==> src/shared/rtcw_map.svh <==
// register offsets, field positions, reset values and timing counts
// assumes a 3-bit word address on the plain register port
`ifndef RTCW_MAP_SVH
`define RTCW_MAP_SVH

// ----------------------------------------
// register offsets (word index)
// ----------------------------------------
`define RTCW_OFS_TIME_TIME_MINUTES_SECONDS 3'h0
`define RTCW_OFS_ALARM_WINDOW 3'h1
`define RTCW_OFS_ALARM_CFG 3'h2
`define RTCW_OFS_POWER_CTRL 3'h3
`define RTCW_OFS_CLOCK_CFG 3'h4
`define RTCW_OFS_STATUS 3'h5

// ----------------------------------------
// alarm window pointer values
// ----------------------------------------
`define RTCW_PTR_TIME_MINUTES_SECONDS 2'h0
`define RTCW_PTR_WEEKDAY_DIGIT_HOUR 2'h1
`define RTCW_PTR_MONTH_DAY 2'h2
`define RTCW_PTR_WINDOWS 2'h3

// ----------------------------------------
// field positions and implemented-bit masks
// ----------------------------------------
`define RTCW_MASK_TIME_MINUTES_SECONDS 16'h7f7f
`define RTCW_MASK_MONTH_DAY 16'h1f3f
`define RTCW_MASK_WEEKDAY_DIGIT_HOUR 16'h073f
`define RTCW_MASK_WINDOWS 16'hffff
`define RTCW_BIT_PTR_LO 8
`define RTCW_BIT_PWC_EN 15
`define RTCW_BIT_PWC_POL 14
`define RTCW_BIT_STAB_PRE 13
`define RTCW_BIT_SAMP_PRE 12
`define RTCW_BIT_WR_EN 13
`define RTCW_STAB_HI 15
`define RTCW_STAB_LO 8
`define RTCW_SAMP_HI 7
`define RTCW_SAMP_LO 0

// ----------------------------------------
// reset values and timing counts
// ----------------------------------------
`define RTCW_RST_WORD 16'h0000
`define RTCW_SAMP_FOREVER 8'hff
`define RTCW_SRC_PER_SECOND 32768
`define RTCW_SEC_TOP 16'sh7fff

`endif

==> src/shared/rtcw_pkg.sv <==
// types shared by the power window timer block
// assumes rtcw_map.svh supplies all numeric constants
package rtcw_pkg;

    typedef enum logic [1:0]
    {
        PWC_IDLE,
        PWC_STAB,
        PWC_SAMP
    } rtcw_pwc_state_type;

    typedef logic [15:0] rtcw_word_type;

endpackage

==> src/core/rtcw_alarm_mem.sv <==
// four-word store for the alarm value window
// assumes writes arrive already masked; read data are registered
`timescale 1ns/10ps
module rtcw_alarm_mem
(
    input wire logic clk_i,
    input wire logic we_i,
    input wire logic [1:0] waddr_i,
    input wire rtcw_pkg::rtcw_word_type wdata_i,
    input wire logic [1:0] raddr_i,
    output rtcw_pkg::rtcw_word_type rdata_o
);
    import rtcw_pkg::*;

    rtcw_word_type mem_q [0:3];
    rtcw_word_type rdata_q;

    always_ff @(posedge clk_i)
    begin
        if (we_i)
        begin
            mem_q[waddr_i] <= wdata_i;
        end
    end

    // write-through keeps the read word current in the cycle after a write
    always_ff @(posedge clk_i)
    begin
        if (we_i && (waddr_i == raddr_i))
        begin
            rdata_q <= wdata_i;
        end
        else
        begin
            rdata_q <= mem_q[raddr_i];
        end
    end

    assign rdata_o = rdata_q;

endmodule

==> src/core/rtcw_core.sv <==
// minutes/seconds time keeping, alarm value window, power window timers
// and per-minute calibration of the source clock prescaler.
// assumes SRC_TICK_I is a one-cycle enable at the source clock rate and
// ALARM_EVT_I a one-cycle pulse, both from logic on MCLK_I.
//
// Operation
// - minutes kept as packed BCD digits
// - seconds kept as packed BCD digits
// - unimplemented bits ignore writes, read zero
// - alarm month and day field layout
// - alarm weekday three bits, 0 to 6
// - alarm hour packed BCD, tens 0-2
// - gated alarm writes need write enable set
// - alarm time_minutes_seconds layout matches time time_minutes_seconds
// - stability window lasts count clock periods
// - zero stability starts sample at alarm
// - sample window lasts count clock periods
// - all-ones sample window stays always active
// - zero sample count gives no window
// - sample window starts when stability expires
// - signed calibration times four each minute
// - stability clock divided by two optionally
// - sample clock divided by two optionally
// - window pointer selects, decrements to zero
`timescale 1ns/10ps
`include "rtcw_map.svh"
module rtcw_core
(
    input wire logic MCLK_I,
    input wire logic NRST_I,
    input wire logic [2:0] ADDR_I,
    input wire rtcw_pkg::rtcw_word_type WDATA_I,
    input wire logic WR_I,
    input wire logic RD_I,
    output rtcw_pkg::rtcw_word_type RDATA_O,
    input wire logic SRC_TICK_I,
    input wire logic ALARM_EVT_I,
    output logic SECOND_TICK_O,
    output logic MINUTE_TICK_O,
    output logic SAMPLE_WIN_O,
    output logic PWC_O
);
    import rtcw_pkg::*;

    // ----------------------------------------
    // functions
    // ----------------------------------------
    // increments a {tens[2:0], ones[3:0]} pair that wraps at 59
    function automatic logic [6:0] bcd59_inc(input logic [6:0] v);
        logic [6:0] r;
        r = v;
        if (v[3:0] == 4'h9)
        begin
            r[3:0] = 4'h0;
            r[6:4] = (v[6:4] == 3'h5) ? 3'h0 : v[6:4] + 3'h1;
        end
        else
        begin
            r[3:0] = v[3:0] + 4'h1;
        end
        return r;
    endfunction

    function automatic logic [15:0] word_mask(input logic [1:0] ptr);
        logic [15:0] m;
        m = `RTCW_MASK_TIME_MINUTES_SECONDS;
        case (ptr)
            `RTCW_PTR_TIME_MINUTES_SECONDS: m = `RTCW_MASK_TIME_MINUTES_SECONDS;
            `RTCW_PTR_WEEKDAY_DIGIT_HOUR: m = `RTCW_MASK_WEEKDAY_DIGIT_HOUR;
            `RTCW_PTR_MONTH_DAY: m = `RTCW_MASK_MONTH_DAY;
            default: m = `RTCW_MASK_WINDOWS;
        endcase
        return m;
    endfunction

    // ----------------------------------------
    // bus decode
    // ----------------------------------------
    logic wr_time, wr_win, rd_win, wr_cfg, wr_pwr, wr_clk;
    logic win_gated, win_we;
    logic [1:0] ptr_q, ptr_d;
    logic pwc_en_q, pwc_pol_q, stab_pre_q, samp_pre_q;
    logic wr_en_q;
    logic [7:0] cal_q;
    logic [15:0] time_minutes_seconds_q;
    logic [15:0] windows_q;
    rtcw_word_type mem_rdata;
    rtcw_pwc_state_type state_q;
    logic [7:0] cnt_q;
    logic div_q;
    logic stab_tick, samp_tick;
    logic sec_wrap, min_wrap;
    logic signed [15:0] pre_q;
    logic active, samp_active;

    assign wr_time = WR_I && (ADDR_I == `RTCW_OFS_TIME_TIME_MINUTES_SECONDS);
    assign wr_win = WR_I && (ADDR_I == `RTCW_OFS_ALARM_WINDOW);
    assign rd_win = RD_I && (ADDR_I == `RTCW_OFS_ALARM_WINDOW);
    assign wr_cfg = WR_I && (ADDR_I == `RTCW_OFS_ALARM_CFG);
    assign wr_pwr = WR_I && (ADDR_I == `RTCW_OFS_POWER_CTRL);
    assign wr_clk = WR_I && (ADDR_I == `RTCW_OFS_CLOCK_CFG);

    // only the alarm minutes/seconds word is open without write enable
    assign win_gated = (ptr_q != `RTCW_PTR_TIME_MINUTES_SECONDS);
    assign win_we = wr_win && (!win_gated || wr_en_q);

    // ----------------------------------------
    // alarm window pointer
    // ----------------------------------------
    always_comb
    begin
        ptr_d = ptr_q;
        if (wr_cfg)
        begin
            ptr_d = WDATA_I[`RTCW_BIT_PTR_LO +: 2];
        end
        else if ((wr_win || rd_win) && (ptr_q != `RTCW_PTR_TIME_MINUTES_SECONDS))
        begin
            ptr_d = ptr_q - 2'h1;
        end
    end

    always_ff @(posedge MCLK_I or negedge NRST_I)
    begin
        if (!NRST_I)
        begin
            ptr_q <= 2'h0;
        end
        else
        begin
            ptr_q <= ptr_d;
        end
    end

    // read port tracks the next pointer so a read sees the current word
    rtcw_alarm_mem u_alarm_mem
    (
        .clk_i(MCLK_I),
        .we_i(win_we),
        .waddr_i(ptr_q),
        .wdata_i(WDATA_I & word_mask(ptr_q)),
        .raddr_i(ptr_d),
        .rdata_o(mem_rdata)
    );

    // shadow of the window timer word, feeds the power control sequencer
    always_ff @(posedge MCLK_I or negedge NRST_I)
    begin
        if (!NRST_I)
        begin
            windows_q <= `RTCW_RST_WORD;
        end
        else if (win_we && (ptr_q == `RTCW_PTR_WINDOWS))
        begin
            windows_q <= WDATA_I;
        end
    end

    // ----------------------------------------
    // control registers
    // ----------------------------------------
    always_ff @(posedge MCLK_I or negedge NRST_I)
    begin
        if (!NRST_I)
        begin
            pwc_en_q <= 1'b0;
            pwc_pol_q <= 1'b0;
            stab_pre_q <= 1'b0;
            samp_pre_q <= 1'b0;
        end
        else if (wr_pwr)
        begin
            pwc_en_q <= WDATA_I[`RTCW_BIT_PWC_EN];
            pwc_pol_q <= WDATA_I[`RTCW_BIT_PWC_POL];
            stab_pre_q <= WDATA_I[`RTCW_BIT_STAB_PRE];
            samp_pre_q <= WDATA_I[`RTCW_BIT_SAMP_PRE];
        end
    end

    always_ff @(posedge MCLK_I or negedge NRST_I)
    begin
        if (!NRST_I)
        begin
            wr_en_q <= 1'b0;
            cal_q <= 8'h00;
        end
        else if (wr_clk)
        begin
            wr_en_q <= WDATA_I[`RTCW_BIT_WR_EN];
            cal_q <= WDATA_I[7:0];
        end
    end

    // ----------------------------------------
    // time keeping and calibration
    // ----------------------------------------
    assign sec_wrap = SRC_TICK_I && (pre_q == `RTCW_SEC_TOP);
    assign min_wrap = sec_wrap && (time_minutes_seconds_q[6:0] == 7'h59);

    // a minute wrap restarts the prescaler at cal*4: positive shortens
    // the next second, negative lengthens it
    always_ff @(posedge MCLK_I or negedge NRST_I)
    begin
        if (!NRST_I)
        begin
            pre_q <= 16'sh0000;
        end
        else if (wr_time)
        begin
            pre_q <= 16'sh0000;
        end
        else if (min_wrap)
        begin
            pre_q <= {{6{cal_q[7]}}, cal_q, 2'b00};
        end
        else if (sec_wrap)
        begin
            pre_q <= 16'sh0000;
        end
        else if (SRC_TICK_I)
        begin
            pre_q <= pre_q + 16'sh0001;
        end
    end

    always_ff @(posedge MCLK_I or negedge NRST_I)
    begin
        if (!NRST_I)
        begin
            time_minutes_seconds_q <= `RTCW_RST_WORD;
        end
        else if (wr_time)
        begin
            time_minutes_seconds_q <= WDATA_I & `RTCW_MASK_TIME_MINUTES_SECONDS;
        end
        else if (sec_wrap)
        begin
            time_minutes_seconds_q[6:0] <= bcd59_inc(time_minutes_seconds_q[6:0]);
            if (min_wrap)
            begin
                time_minutes_seconds_q[14:8] <= bcd59_inc(time_minutes_seconds_q[14:8]);
            end
        end
    end

    // ----------------------------------------
    // power window clock enables
    // ----------------------------------------
    always_ff @(posedge MCLK_I or negedge NRST_I)
    begin
        if (!NRST_I)
        begin
            div_q <= 1'b0;
        end
        else if (SRC_TICK_I)
        begin
            div_q <= ~div_q;
        end
    end

    assign stab_tick = SRC_TICK_I && (!stab_pre_q || div_q);
    assign samp_tick = SRC_TICK_I && (!samp_pre_q || div_q);

    // ----------------------------------------
    // power control sequencer
    // ----------------------------------------
    always_ff @(posedge MCLK_I or negedge NRST_I)
    begin
        if (!NRST_I)
        begin
            state_q <= PWC_IDLE;
            cnt_q <= 8'h00;
        end
        else if (!pwc_en_q)
        begin
            state_q <= PWC_IDLE;
            cnt_q <= 8'h00;
        end
        else
        begin
            case (state_q)
                PWC_IDLE:
                begin
                    if (ALARM_EVT_I)
                    begin
                        if (windows_q[`RTCW_STAB_HI:`RTCW_STAB_LO] != 8'h00)
                        begin
                            state_q <= PWC_STAB;
                            cnt_q <= windows_q[`RTCW_STAB_HI:`RTCW_STAB_LO];
                        end
                        else if (windows_q[`RTCW_SAMP_HI:`RTCW_SAMP_LO] != 8'h00)
                        begin
                            state_q <= PWC_SAMP;
                            cnt_q <= windows_q[`RTCW_SAMP_HI:`RTCW_SAMP_LO];
                        end
                    end
                end
                PWC_STAB:
                begin
                    if (stab_tick)
                    begin
                        if (cnt_q == 8'h01)
                        begin
                            cnt_q <= windows_q[`RTCW_SAMP_HI:`RTCW_SAMP_LO];
                            if (windows_q[`RTCW_SAMP_HI:`RTCW_SAMP_LO] == 8'h00)
                            begin
                                state_q <= PWC_IDLE;
                            end
                            else
                            begin
                                state_q <= PWC_SAMP;
                            end
                        end
                        else
                        begin
                            cnt_q <= cnt_q - 8'h01;
                        end
                    end
                end
                PWC_SAMP:
                begin
                    // the all-ones setting never counts down
                    if (samp_tick && (windows_q[`RTCW_SAMP_HI:`RTCW_SAMP_LO]
                        != `RTCW_SAMP_FOREVER))
                    begin
                        if (cnt_q == 8'h01)
                        begin
                            state_q <= PWC_IDLE;
                        end
                        cnt_q <= cnt_q - 8'h01;
                    end
                end
                default:
                begin
                    state_q <= PWC_IDLE;
                end
            endcase
        end
    end

    assign active = (state_q != PWC_IDLE);
    assign samp_active = (state_q == PWC_SAMP) ||
        (windows_q[`RTCW_SAMP_HI:`RTCW_SAMP_LO] == `RTCW_SAMP_FOREVER);

    // ----------------------------------------
    // outputs
    // ----------------------------------------
    always_ff @(posedge MCLK_I or negedge NRST_I)
    begin
        if (!NRST_I)
        begin
            PWC_O <= 1'b1;
            SAMPLE_WIN_O <= 1'b0;
            SECOND_TICK_O <= 1'b0;
            MINUTE_TICK_O <= 1'b0;
        end
        else
        begin
            PWC_O <= pwc_pol_q ? active : ~active;
            SAMPLE_WIN_O <= samp_active;
            SECOND_TICK_O <= sec_wrap;
            MINUTE_TICK_O <= min_wrap;
        end
    end

    // ----------------------------------------
    // read data, one cycle after the strobe
    // ----------------------------------------
    always_ff @(posedge MCLK_I or negedge NRST_I)
    begin
        if (!NRST_I)
        begin
            RDATA_O <= 16'h0000;
        end
        else if (RD_I)
        begin
            case (ADDR_I)
                `RTCW_OFS_TIME_TIME_MINUTES_SECONDS: RDATA_O <= time_minutes_seconds_q;
                `RTCW_OFS_ALARM_WINDOW: RDATA_O <= mem_rdata;
                `RTCW_OFS_ALARM_CFG: RDATA_O <= {6'h00, ptr_q, 8'h00};
                `RTCW_OFS_POWER_CTRL: RDATA_O <= {pwc_en_q, pwc_pol_q,
                    stab_pre_q, samp_pre_q, 12'h000};
                `RTCW_OFS_CLOCK_CFG: RDATA_O <= {2'h0, wr_en_q, 5'h00, cal_q};
                `RTCW_OFS_STATUS: RDATA_O <= {13'h0000, samp_active,
                    (state_q == PWC_STAB), active};
                default: RDATA_O <= 16'h0000;
            endcase
        end
        else
        begin
            RDATA_O <= 16'h0000;
        end
    end

endmodule

==> config.mk <==
export PLATFORM = sky130hd
export DESIGN_NAME = rtcw_core
export DESIGN_NICKNAME = d
export VERILOG_FILES = /design/src/shared/rtcw_pkg.sv /design/src/core/rtcw_alarm_mem.sv /design/src/core/rtcw_core.sv
export VERILOG_INCLUDE_DIRS = /design/src /design/src/shared
export SDC_FILE = /design/constraint.sdc
export NUM_CORES = 1
export LEC_CHECK = 0
export ABC_AREA = 0
export BUFFER_PORTS_ARGS = -buffer_cell sky130_fd_sc_hd__buf_2
export CAP_MARGIN = 20
export CORE_UTILIZATION = 47
export CTS_CLUSTER_DIAMETER = 150
export DETAILED_ROUTE_END_ITERATION = 8
export SETUP_SLACK_MARGIN = 0.3
export SYNTH_ARGS = -nofsm -noshare
export SYNTH_HDL_FRONTEND = slang
export SYNTH_HIERARCHICAL = 1
export SYNTH_SLANG_ARGS = --single-unit
==> constraint.sdc <==
create_clock -name MCLK_I -period 3.35 [get_ports MCLK_I]
set_input_delay 0.335 -clock MCLK_I [delete_from_list [all_inputs] [get_ports MCLK_I]]
set_output_delay 0.335 -clock MCLK_I [all_outputs]
set_load 0.01 [all_outputs]
=== Word level (Yosys, flattened, before mapping) ===
Memories as Yosys holds them, arrays and structs flattened. A register that Yosys moved wholly into a read port is not among the register bits.
Index checks and enable logic that the tools add are counted.

* Memories kept: 1
* RAM bits: 64
* Output and inout port bits: 20
* Flip-flop bits (word level): 92
* Bits of input ports: 25

{| class="wikitable"
|+ Memory list
! memory !! depth !! width !! rd ports !! clocked after Yosys merged registers in !! write ports !! RTL line !! text
|-
| u_alarm_mem.mem_q || 4 || 16 || 1 || 1 || 1 || rtcw_alarm_mem.sv:15 || <nowiki>rtcw_word_type mem_q [0:3];</nowiki>
|}

* Bitwise gates (word level): 3
* Muxes and demuxes: 41
* Add/subtract/negate cells: 7
* Reductions and logical operators: 40
* Eq/ne operators: 26

{| class="wikitable"
|+ Operators by type and width
! cell !! number
|-
| one-hot mux 16 bit (6 select lines) || 1
|-
| two-way mux 16 bit || 5
|-
| two-way mux 8 bit || 7
|-
| one-hot mux 16 bit (3 select lines) || 1
|-
| two-way mux 7 bit || 5
|-
| one-hot mux 8 bit (3 select lines) || 1
|-
| two-way mux 2 bit || 11
|-
| adder 16 x 2 -> 16 bit, second input constant || 1
|-
| bitwise AND 16 bit || 1
|-
| equality test 16 bit, second input constant || 1
|-
| nonzero test 8 bit || 2
|-
| != test 3 bit, second input constant || 5
|-
| logical AND 1 bit || 14
|-
| equality test 3 bit, second input constant || 4
|-
| two-way mux 3 bit || 4
|-
| nonzero test 2 bit || 6
|-
| adder 4 x 1 -> 4 bit, second input constant || 2
|-
| equality test 4 bit, second input constant || 2
|-
| equality test 8 x 1 -> 1 bit, second input constant || 1
|-
| equality test 8 bit, second input constant || 1
|-
| zero test 8 bit || 1
|-
| two-way mux 4 bit || 2
|-
| != test 8 bit, second input constant || 1
|-
| subtractor 8 x 1 -> 8 bit, second input constant || 1
|-
| 21 further kinds || 37
|}

=== Longest topological paths before layout ===
Gate-level depths: netlist of run 1.

* Depth after elaboration: 7
* Mapped depth: 9
* Gate-level depth less buffers: 8

=== Hierarchy ===
The synthesis of run 1 kept the hierarchy.

{| class="wikitable"
|+ Modules (own cells, without submodules)
! module !! cells an instance !! times used !! area an instance (µm²) !! sequential area each (µm²)
|-
| rtcw_core || 518 || 1 || 5113.7 || 2303.5
|-
| rtcw_alarm_mem || 90 || 1 || 2417.3 || 1961.9
|}

=== Least setup slack after synthesis of run 1 ===
OpenSTA, ideal clock, no wires.

* Path type: register to register
* Start: reg ptr_q[0]
* End: mem u_alarm_mem/mem_q[0][0] (netlist name) (enable)
* Arrival time: 2249 ps
* Cell stages (with the launch flop): 6
* Period minus slack after synthesis: 2662 ps
* Required time: 2937 ps
* Slack: 688 ps
* Cell sequence: dfrtp_1 > inv_1 > ha_1 > nor2_1 > nor3_1 > nor3b_1

* Cells in the longest elaborated chain, start to end: 6

{| class="wikitable"
|+ RTL lines
! what !! RTL line !! text
|-
| from (decl) || rtcw_core.sv:81 || <nowiki>logic [1:0] ptr_q, ptr_d;</nowiki>
|-
| from (signal assigned) || rtcw_core.sv:131 || <nowiki>ptr_q <= ptr_d;</nowiki>
|-
| nonzero test 2 bit (no line) || n/a ||
|-
| zero test 1 bit || rtcw_core.sv:105 || <nowiki>assign win_we = wr_win && (!win_gated || wr_en_q);</nowiki>
|-
| logical OR 1 bit || rtcw_core.sv:105 ||
|-
| logical AND 1 bit || rtcw_core.sv:105 ||
|-
| net win_we || rtcw_core.sv:80 || <nowiki>logic win_gated, win_we;</nowiki>
|-
| two-way mux 1 bit || rtcw_alarm_mem.sv:20 || <nowiki>if (we_i)</nowiki>
|-
| two-way mux 1 bit (implied by the code) || rtcw_alarm_mem.sv:22 || <nowiki>mem_q[waddr_i] <= wdata_i;</nowiki>
|-
| to (decl) || rtcw_alarm_mem.sv:15 ||
|}

The timed path passes the listed nets, and every way through them passes these cells.

=== Final worst setup path of run 1 ===
* Start: reg ptr_q[1]
* End: mem u_alarm_mem/mem_q[0][3] (netlist name) (enable)

Same word-level chain as after synthesis.

==> run_results.csv, run 1 <==
group,metric,value,unit
cells_and_area,final_util,0.553,
pwr,sequentialPowerShare,0.430,
cts,cts_hold_buffers,0,
die,initial_core_util,0.488,
routing,routed_wl,18.0,mm
pwr,irDropWorstVdd,0.422,mV
synthesis,synth_area_leaders,"dfrtp_1 (30%), edfxtp_1 (26%), mux2_2 (5.1%)",
cts,cts_buffers,17,
grt,grt_max_degree,76,
grt,antenna_found_initial,0,
die,die_w,129,um
setup_path,r2r_slack,0.80,ns
cts,clock_sinks,158,
cts,clk_path_buf_depth,2,
pwr,p_switching,2110,uW
setup_path,worst_setup_path_start_kind,"register",
pwr,p_int,4230,uW
sta,relSlewSlack,0.359,
routing,num_vias,5111,
sta,hold_viol,0,
flow_run,cap_violations,0,
setup_path,r2r_start,"ptr_q[1]",
sta,setup_tns,0,ns
grt,grt_use_total,0.235,
cells_and_area,syn_to_final_growth,13.2,%
synthesis,async_flop_share,0.582,
die,die_area,16500,um^2
pwr,switching_share,0.333,
cts,ctsResizeCount,0,
cts,clock_latency,0.43,ns
cts,htree_levels,4,
synthesis,ys_seq_area_frac,0.566,
routing,wl_per_cell,20.4,um
routing,ant_nets,0,
grt,grt_pass1_vias,4920,
routing,remaining_drc_errors,0,
pwr,power.share.clock,0.305,
synthesis,synth_top_area_share,0.302,
sta,drv_slew,0,
setup_path,path_max_fanout,9,
synthesis,ys_ff_latch,158,
setup_path,endpoint_kind,"register",
setup_path,cp.required,3.48,ns
synthesis,yosysWarnings,6,
die,ios,45,
hold_path,holdCritPathClass,"in -> async",
synthesis,synth_nets,642,
die,core,15400,um^2
sta,rsz0062_at_grt,"false",
routing,first_pass_iters,5,
synthesis,synth_edf_count,64,
sta,fin_crit,2.55,ns
cts,root_buffer,"clkbuf_16",
cts,path_clk_slew,0.06,ns
die,std_cell_rows,45,
grt,overflow,0,
cts,cts_tree,"yes",
pwr,p_leak,0.00356,uW
synthesis,synth_cells,608,
placement,place_hpwl,12.7,mm
synthesis,syn_avg_cell_area,12.4,um^2
synthesis,ys.flop_type,"dfrtp_1",
synthesis,yosys.cell_types.count,77,
routing,drt_iter0_markers,386,
setup_path,arrival,2.68,ns
cells_and_area,drive_above_1_share,0.220,
setup_path,cp-startpoint,"ptr_q[1]",
die,die_h,129,um
cells_and_area,stdcell_area,8530,um^2
sta,fin_hold_ws,0.0399,ns
sta,worst_pin_slew,0.962,ns
setup_path,crit_path_end,"u_alarm_mem/mem_q[0][3]",
sta,skew,0.00905,ns
sta,setup_viol,0,
sta,finalCritPeriodShare,0.762,
setup_path,path_class,"reg -> reg",
cells_and_area,n_antenna_cell,0,
cells_and_area,final_nets,689,
setup_path,r2r-end,"u_alarm_mem/mem_q[0][3]",
placement,numPortBuffers,44,
grt,grt_pass1_wl,28.3,mm
placement,routabilityCongestion,0.923,
routing,viasPerCell,5.81,
placement,placed_area,7940,um^2
pwr,p_per_area,744,nW/um^2
synthesis,synth_commonest_cells,"dfrtp_1 (91), nand2_1 (65), edfxtp_1 (64), nor2_1 (35), mux2_2 (34)",
run_status,outcome,"finished clean",
sta,fmax,392,MHz
pwr,pwr-share-comb,0.265,
synthesis,yosysMostFrequentCell,"dfrtp_1",
cts,postCtsSetupRepairBufs,0,
synthesis,syn-cell-area,7530,um^2
setup_path,reg2reg_depth,6,
synthesis,yosysTopAreaCell,"dfrtp_1",
power groups by stage:
| stage | clock [uW] | combinational [uW] | sequential (uW) |
|---|---|---|---|
| after global routing | 2050 | 1850 | 2770 |
| final | 1930 | 1680 | 2730 |
| after CTS | 1970 | 1670 | 2720 |
| after detailed placement | 0 | 1660 | 2760 |
| after global placement | 0 | 1620 | 2750 |
| after floorplan | 0 | 1290 | 2610 |
layout by cell type, fill, tap and decap left out, types with 14 or more instances in the layout:
master	instances
edfxtp_1	64
o21ai_0	27
nor2_1	35
buf_2	43
nand2_1	65
mux2_2	34
clkbuf_16	17
dfrtp_1	91
a21oi_1	21
nand3_1	14
nor2b_1	15
inv_1	14
sequential cells by signal, summed over array words and instances, names as in the netlist, named ones only:
signal                  cells
wr_en_q                     1
time_minutes_seconds_q     14
cnt_q                       8
pre_q                      16
RDATA_O                    16
div_q                       1
PWC_O                       1
state_q                     2
cal_q                       8
MINUTE_TICK_O               1
windows_q                  16
u_alarm_mem/mem_q          64
pwc_pol_q                   1
SAMPLE_WIN_O                1
SECOND_TICK_O               1
samp_pre_q                  1
stab_pre_q                  1
ptr_q                       2
pwc_en_q                    1
through the flow:
| step | instances | total power (uW) | setup slack, ns |
|---|---|---|---|
| floorplan | 608 | 3890 | 0.688 |
| global placement | 847 | 4370 | 0.859 |
| detailed placement | 847 | 4410 | 0.719 |
| CTS | 879 | 6360 | 0.801 |
| global route | 879 | 6680 | 0.487 |
| finish | 879 | 6340 | 0.799 |
final cells by class:
type                    instances  area (um^2)
multi-input cells             410         3060
clock buffers                  18          429
inverters                      14         52.6
clock inverters                14          159
well taps                     211          264
repair buffers                 54          298
fillers                      1341         6900
flip-flops and latches        158         4270
how the worst min path moves through the flow:
stage	end	slack (ns)	depth (start not counted)
2_1_floorplan	MINUTE_TICK_O	0.04	0
3_3_place_gp	div_q	0.46	1
3_5_place_dp	div_q	0.47	1
4_1_cts	pre_q[9]	0.09	1
5_1_grt	pre_q[14]	0.14	1
6_report	pre_q[9]	0.04	1
critical path, stage by stage, from the launching register on:
cell and delay (ns):
dfrtp_1 0.45, inv_1 0.14, ha_1 0.19, nor2_1 0.05, nor3_1 0.37, nor3b_2 0.72
buf_4 0.31
layer usage:
layer	up-vias	part of all wire	routed length, um	GRT usage
met3	16	0.053	960	0.0462
met4	0	0.011	202	0.0685
met2	125	0.45	8120	0.347
met5	-	0	0	0
li1	2385	-	-	-
met1	2585	0.48	8680	0.352
cells by family after synthesis:
| family | after synthesis | share of synthesized area |
|---|---|---|
| fa+ha+maj | 9 | 0.0150 |
| buf+inv | 40 | 0.0281 |
| compound gates | 111 | 0.0969 |
| mux | 64 | 0.122 |
| xor+xnor | 15 | 0.0174 |
| flops | 158 | 0.566 |
| simple gates | 211 | 0.154 |
Note: power is estimated with default switching activity, not from simulation.
==> run 2, diff against run 1 <==
- clock period: 3.35 -> 2.6 ns (I/O delays scaled with it)
==> run 2 against run 1 <==
First-iteration DRC count increased by 26%. Design area increased by 1.8%. Core utilization increased by 0.98 points. Clock skew increased by 0.0019 ns. Sequential power increased by 27%. Hold slack improved by 0.072 ns. Global-route usage increased by 0.24 points. Power increased by 29%. Non-clock buffer count increased by 14. Register-to-register slack got worse by 0.36 ns. Die area unchanged. Sequential share of layout area decreased by 0.86 points. Critical path type unchanged. Largest power group unchanged.
==> run_results.csv, run 2 (same netlist as run 1, synthesis figures left out) <==
group,metric,value,unit
run_status,outcome,"finished clean",
cells_and_area,regMostFlops,"u_alarm_mem/mem_q",
sta,setup_viol,0,
cts,root_buffer,"clkbuf_16",
hold_path,hp-start,"WDATA_I[15]",
sta,worst_pin_slew,0.603,ns
cts,cts_tree,"yes",
grt,antenna_found_initial,0,
cells_and_area,final_nets,703,
cells_and_area,multi_input_area,3080,um^2
sta,rsz0062_at_grt,"true",
setup_path,cp.required,2.93,ns
routing,drt_iter0_markers,485,
grt,grt_max_degree,54,
placement,place_hpwl,13.1,mm
pwr,p_switching,2840,uW
grt,overflow,0,
routing,wl_met3,840,um
die,initial_core_util,0.488,
pwr,switching_share,0.347,
cells_and_area,fill_cells,1328,
cells_and_area,drive_above_1_share,0.249,
setup_path,r2r_slack,0.44,ns
die,core,15400,um^2
sta,hold_viol,0,
sta,setup_tns,0,ns
pwr,p_int,5340,uW
setup_path,path_class,"reg -> reg",
die,die_h,129,um
setup_path,r2r-end,"cnt_q[0]",
grt,grt_pass1_wl,28.5,mm
routing,ant_nets,0,
grt,grt_use_total,0.237,
routing,remaining_drc_errors,0,
flow_run,cap_violations,0,
pwr,sequentialPowerShare,0.424,
cells_and_area,syn_to_final_growth,15.2,%
die,std_cell_rows,45,
cells_and_area,regArea,4270,um^2
routing,met1_length,8.79,mm
cells_and_area,final_common_cell,"dfrtp_1",
sta,fmax,462,MHz
placement,routabilityCongestion,0.921,
die,ios,45,
cts,path_clk_slew,0.07,ns
cells_and_area,largest_reg_flops,64,
pwr,p_per_area,942,nW/um^2
routing,routed_wl,18.3,mm
pwr,power.share.clock,0.301,
pwr,p_leak,0.00363,uW
sta,skew,0.0109,ns
setup_path,r2r_start,"state_q[1]",
hold_path,holdPathStages,2,
routing,num_vias,5228,
die,die_area,16500,um^2
sta,drv_slew,0,
routing,met2_length,8.47,mm
setup_path,worst_setup_path_start_kind,"register",
cts,cts_buffers,17,
routing,first_pass_iters,5,
sta,fin_crit,2.16,ns
cells_and_area,n_antenna_cell,0,
cts,clock_sinks,158,
pwr,pwr-share-comb,0.275,
hold_path,hold_end,"windows_q[15]",
cells_and_area,final_util,0.563,
grt,grt_pass1_vias,4998,
placement,numPortBuffers,44,
routing,viasPerCell,5.85,
cells_and_area,final_cell_mix,"dfrtp_1 (90), nand2_1 (65), edfxtp_1 (64), buf_2 (43), nor2_1 (35)",
cts,clock_latency,0.44,ns
pwr,irDropWorstVdd,0.512,mV
cts,htree_levels,4,
cts,clk_path_buf_depth,2,
die,die_w,129,um
routing,wl_per_cell,20.5,um
setup_path,arrival,2.49,ns
sta,finalCritPeriodShare,0.833,
setup_path,reg2reg_depth,6,
routing,dr.max_layer_used,"met4",
setup_path,path_max_fanout,9,
setup_path,endpoint_kind,"register",
hold_path,holdCritPathClass,"in -> reg",
sta,relSlewSlack,0.592,
run 2: cell types whose count changed in the layout (fill, tap and decap cells not counted), sizes merged:
cell / change
bufinv: -2
inv: +1
clkbuf: -1
dlygate4sd3: +1
buf: +13
clkinvlp: +2
run 2: cell type report:
| class | count | area share |
|---|---|---|
| flip-flops and latches | 158 | 0.492 |
| multi-input cells | 410 | 0.355 |
| clock buffers | 17 | 0.0490 |
| repair buffers | 68 | 0.0482 |
| well taps | 211 | 0.0304 |
| clock inverters | 15 | 0.0195 |
| inverters | 14 | 0.00606 |
run 2: what timing repair did:
action,in CTS,in global routing
endpoints found under the hold margin,39,0
buffers inserted,1,0
pin swaps,1,2
hold buffers,1,0
resized for setup,1,7
endpoints found under the setup margin,5,24
run 2: how the worst max path moves through the flow:
stage	start	to	slack, ns	cells after the start
after global placement	pre_q[0]	time_minutes_seconds_q[14]	0.35	7
after detailed placement	pre_q[0]	time_minutes_seconds_q[14]	0.24	7
final	state_q[1]	cnt_q[0]	0.44	6
after floorplan	ptr_q[0]	u_alarm_mem/mem_q[0][0]	0.48	5
after global routing	state_q[0]	cnt_q[4]	0.30	8
after CTS	state_q[0]	cnt_q[0]	0.30	6
run 2: metrics by stage:
| stage | instances | instance area, um^2 | hold WS [ns] | worst slack, ns | power, uW |
|---|---|---|---|---|---|
| finish | 893 | 8680 | 0.112 | 0.435 | 8170 |
| detailed placement | 859 | 8040 | 0.284 | 0.238 | 5700 |
| global route | 893 | 8680 | 0.108 | 0.302 | 8580 |
| global placement | 859 | 8040 | 0.280 | 0.353 | 5680 |
| floorplan | 608 | 7540 | -0.0356 | 0.481 | 5020 |
| CTS | 893 | 8650 | 0.0945 | 0.302 | 8170 |
run 2: worst max-delay path: stages (launching register included):
cell	delay [ns]
dfrtp_1	0.38
inv_1	0.09
ha_2	0.22
a21boi_0	0.17
or3_1	0.40
a211o_2	0.43
o41ai_2	0.36
run 2: power by group through the flow:
stage | registers, uW | logic (uW) | clock network, uW
after global routing | 3530 | 2440 | 2610
after detailed placement | 3500 | 2190 | 0
after floorplan | 3360 | 1660 | 0
after global placement | 3490 | 2190 | 0
after CTS | 3450 | 2210 | 2510
final | 3470 | 2240 | 2460
run 2: routing by layer:
| layer | global-route usage | up-vias |
|---|---|---|
| li1 | - | 2419 |
| met1 | 0.341 | 2663 |
| met2 | 0.362 | 132 |
| met3 | 0.0507 | 14 |
| met4 | 0.0706 | 0 |
| met5 | 0 | - |
==> run 3, diff against run 2 <==
- PLACE_DENSITY: unset -> 0.67
- clock period: 2.6 -> 1.85 ns (I/O delays scaled with it)
==> run 3 against run 2 <==
The run now ends with setup timing left. Combinational power rose to 2.5 times the previous value. Die area unchanged. Routed wire length up 12%. Sequential cell count unchanged. Register-to-register slack worse by 0.56 ns. Clock power up 38%. Critical path depth up 1. Sequential share of layout area down 8.2 points. Count of clock-buffer cells in the layout up 5. Fmax up 9.8%. Critical endpoint is now cnt_q[3]. Highest routed layer unchanged.
==> run_results.csv, run 3 (same netlist as run 1, synthesis figures left out) <==
group,metric,value,unit
cts,htree_levels,4,
setup_path,worst_setup_path_start_kind,"register",
sta,setup_viol,16,
routing,remaining_drc_errors,0,
setup_path,endpoint_kind,"register",
cells_and_area,stdcell_area,10400,um^2
sta,relSlewSlack,0.681,
cells_and_area,regArea,4270,um^2
die,core,15400,um^2
cts,cts_buffers,17,
grt,grt_pass1_vias,5885,
placement,numPortBuffers,44,
setup_path,path_class,"reg -> reg",
sta,fin_ws,-0.121,ns
die,die_w,129,um
cts,cts_tree,"yes",
sta,rsz0062_at_grt,"true",
flow_run,cap_violations,0,
grt,grt_pass1_wl,31.6,mm
die,die_h,129,um
sta,worst_pin_slew,0.476,ns
hold_path,holdCritPathClass,"in -> reg",
setup_path,max_stage_delay,0.43,ns
routing,wl_per_cell,20.3,um
pwr,power,13900,uW
placement,placed_area,8900,um^2
pwr,irDropWorstVdd,0.790,mV
routing,ant_nets,0,
sta,hold_viol,0,
cells_and_area,syn_to_final_growth,38.5,%
setup_path,arrival,2.27,ns
die,die_area,16500,um^2
setup_path,cp_cell_sequence,"inv_2 -> ha_4 -> nor2_2 -> or3_4 -> a211o_4 -> o21ai_1 -> o31ai_1",
pwr,p_leak,0.00450,uW
grt,antenna_found_initial,1,
grt,grt_max_degree,49,
cells_and_area,drive_above_1_share,0.469,
setup_path,cp.required,2.15,ns
cts,clk_path_buf_depth,2,
run_status,outcome,"complete, but fails checks",
die,initial_core_util,0.488,
cells_and_area,largest_reg_flops,64,
placement,routabilityCongestion,0.881,
die,std_cell_rows,45,
cts,path_clk_slew,0.06,ns
sta,finalCritPeriodShare,1.07,
routing,num_vias,5810,
pwr,p_per_area,1330,nW/um^2
cells_and_area,fill_cells,1112,
setup_path,slowest_stage,"dfrtp_1",
sta,fin_crit,1.97,ns
cts,clock_latency,0.43,ns
cells_and_area,final_cell_mix,"buf_4 (97), dfrtp_1 (87), edfxtp_1 (64), nand2_1 (52), buf_2 (43)",
cells_and_area,multi_input_area,3730,um^2
routing,routed_wl,20.5,mm
cts,root_buffer,"clkbuf_16",
die,ios,45,
routing,first_pass_iters,5,
routing,drt_iter0_markers,407,
setup_path,path_max_fanout,5,
placement,pre_cts_slack,-0.181,ns
cells_and_area,regMostFlops,"u_alarm_mem/mem_q",
routing,viasPerCell,5.76,
sta,drv_slew,0,
run_status,violations,"setup timing",
sta,skew,0.00731,ns
sta,fmax,507,MHz
cts,clock_sinks,158,
placement,place_hpwl,14.0,mm
grt,grt_use_total,0.260,
cells_and_area,final_nets,818,
sta,setup_tns,-0.934,ns
grt,overflow,0,
cells_and_area,final_common_cell,"buf_4",
[run 3: cell count changes in the layout (fill, tap and decap cells not counted), moves of 13 or more]
| cell | previous run | this run |
|---|---|---|
| mux2_2 | 34 | 15 |
| buf_4 | 23 | 97 |
| mux2_4 | 0 | 19 |
| o21ai_1 | 0 | 19 |
| o21ai_0 | 27 | 5 |
| buf_6 | 0 | 26 |
| nand2_1 | 65 | 52 |
[run 3: final cells by class]
| class | count | share of cell area |
|---|---|---|
| flip-flops and latches | 158 | 0.410 |
| multi-input cells | 411 | 0.357 |
| repair buffers | 182 | 0.147 |
| clock buffers | 22 | 0.0467 |
| well taps | 211 | 0.0253 |
| clock inverters | 10 | 0.00828 |
| inverters | 14 | 0.00552 |
| diodes | 1 | 0.000240 |
[run 3: final timing paths]
check,startpoint,end,slack (ns),cells after the start
setup / recovery,state_q[1],cnt_q[3],-0.12,7
hold / removal,WDATA_I[15],windows_q[15],0.04,2
setup reg to reg,state_q[1],cnt_q[3],-0.12,7
hold reg to reg,div_q,div_q,0.48,1
max in group asynchronous,NRST_I,PWC_O,1.00,3
min in group asynchronous,NRST_I,pre_q[15],0.22,2
[run 3: layer usage]
metal	part of all wire	routed length [um]	track usage
met5	0	0	0
met4	0.024	498	0.101
met3	0.054	1110	0.0565
met2	0.50	10200	0.431
met1	0.42	8680	0.336
[run 3: through the flow]
stage | hold slack, ns | cells | utilization
3_3_place_gp | 0.131 | 937 | 0.577
6_report | 0.0442 | 1009 | 0.676
5_1_grt | 0.0381 | 1008 | 0.676
3_5_place_dp | 0.137 | 937 | 0.577
2_1_floorplan | -0.111 | 608 | -
4_1_cts | 0.0308 | 994 | 0.652
[run 3: what timing repair did]
action / CTS / global route
endpoints found under the hold margin: 27 / 0
cloned: 2 / 0
pin swaps: 38 / 23
buffers inserted: 22 / 14
hold buffers: 1 / 0
endpoints found under the setup margin: 134 / 141
resized for setup: 95 / 68
[run 3: worst max-delay path, delay by kind of cell (launching register included)]
kind / cells / cell delay, ns
AOI/OAI and AO/OA: 3 / 0.59
and+or+nand+nor: 2 / 0.44
DFF: 1 / 0.43
adders and majority gates: 1 / 0.29
buffers and inverters: 1 / 0.10
[run 3: report_power, final]
part / leakage, uW / internal (uW) / total (uW) / switching (uW)
Clock: 0.000276 / 2000 / 3390 / 1390
Sequential: 0.00179 / 4260 / 4860 / 593
Combinational: 0.00244 / 2990 / 5620 / 2630
Total: 0.00450 / 9260 / 13900 / 4610
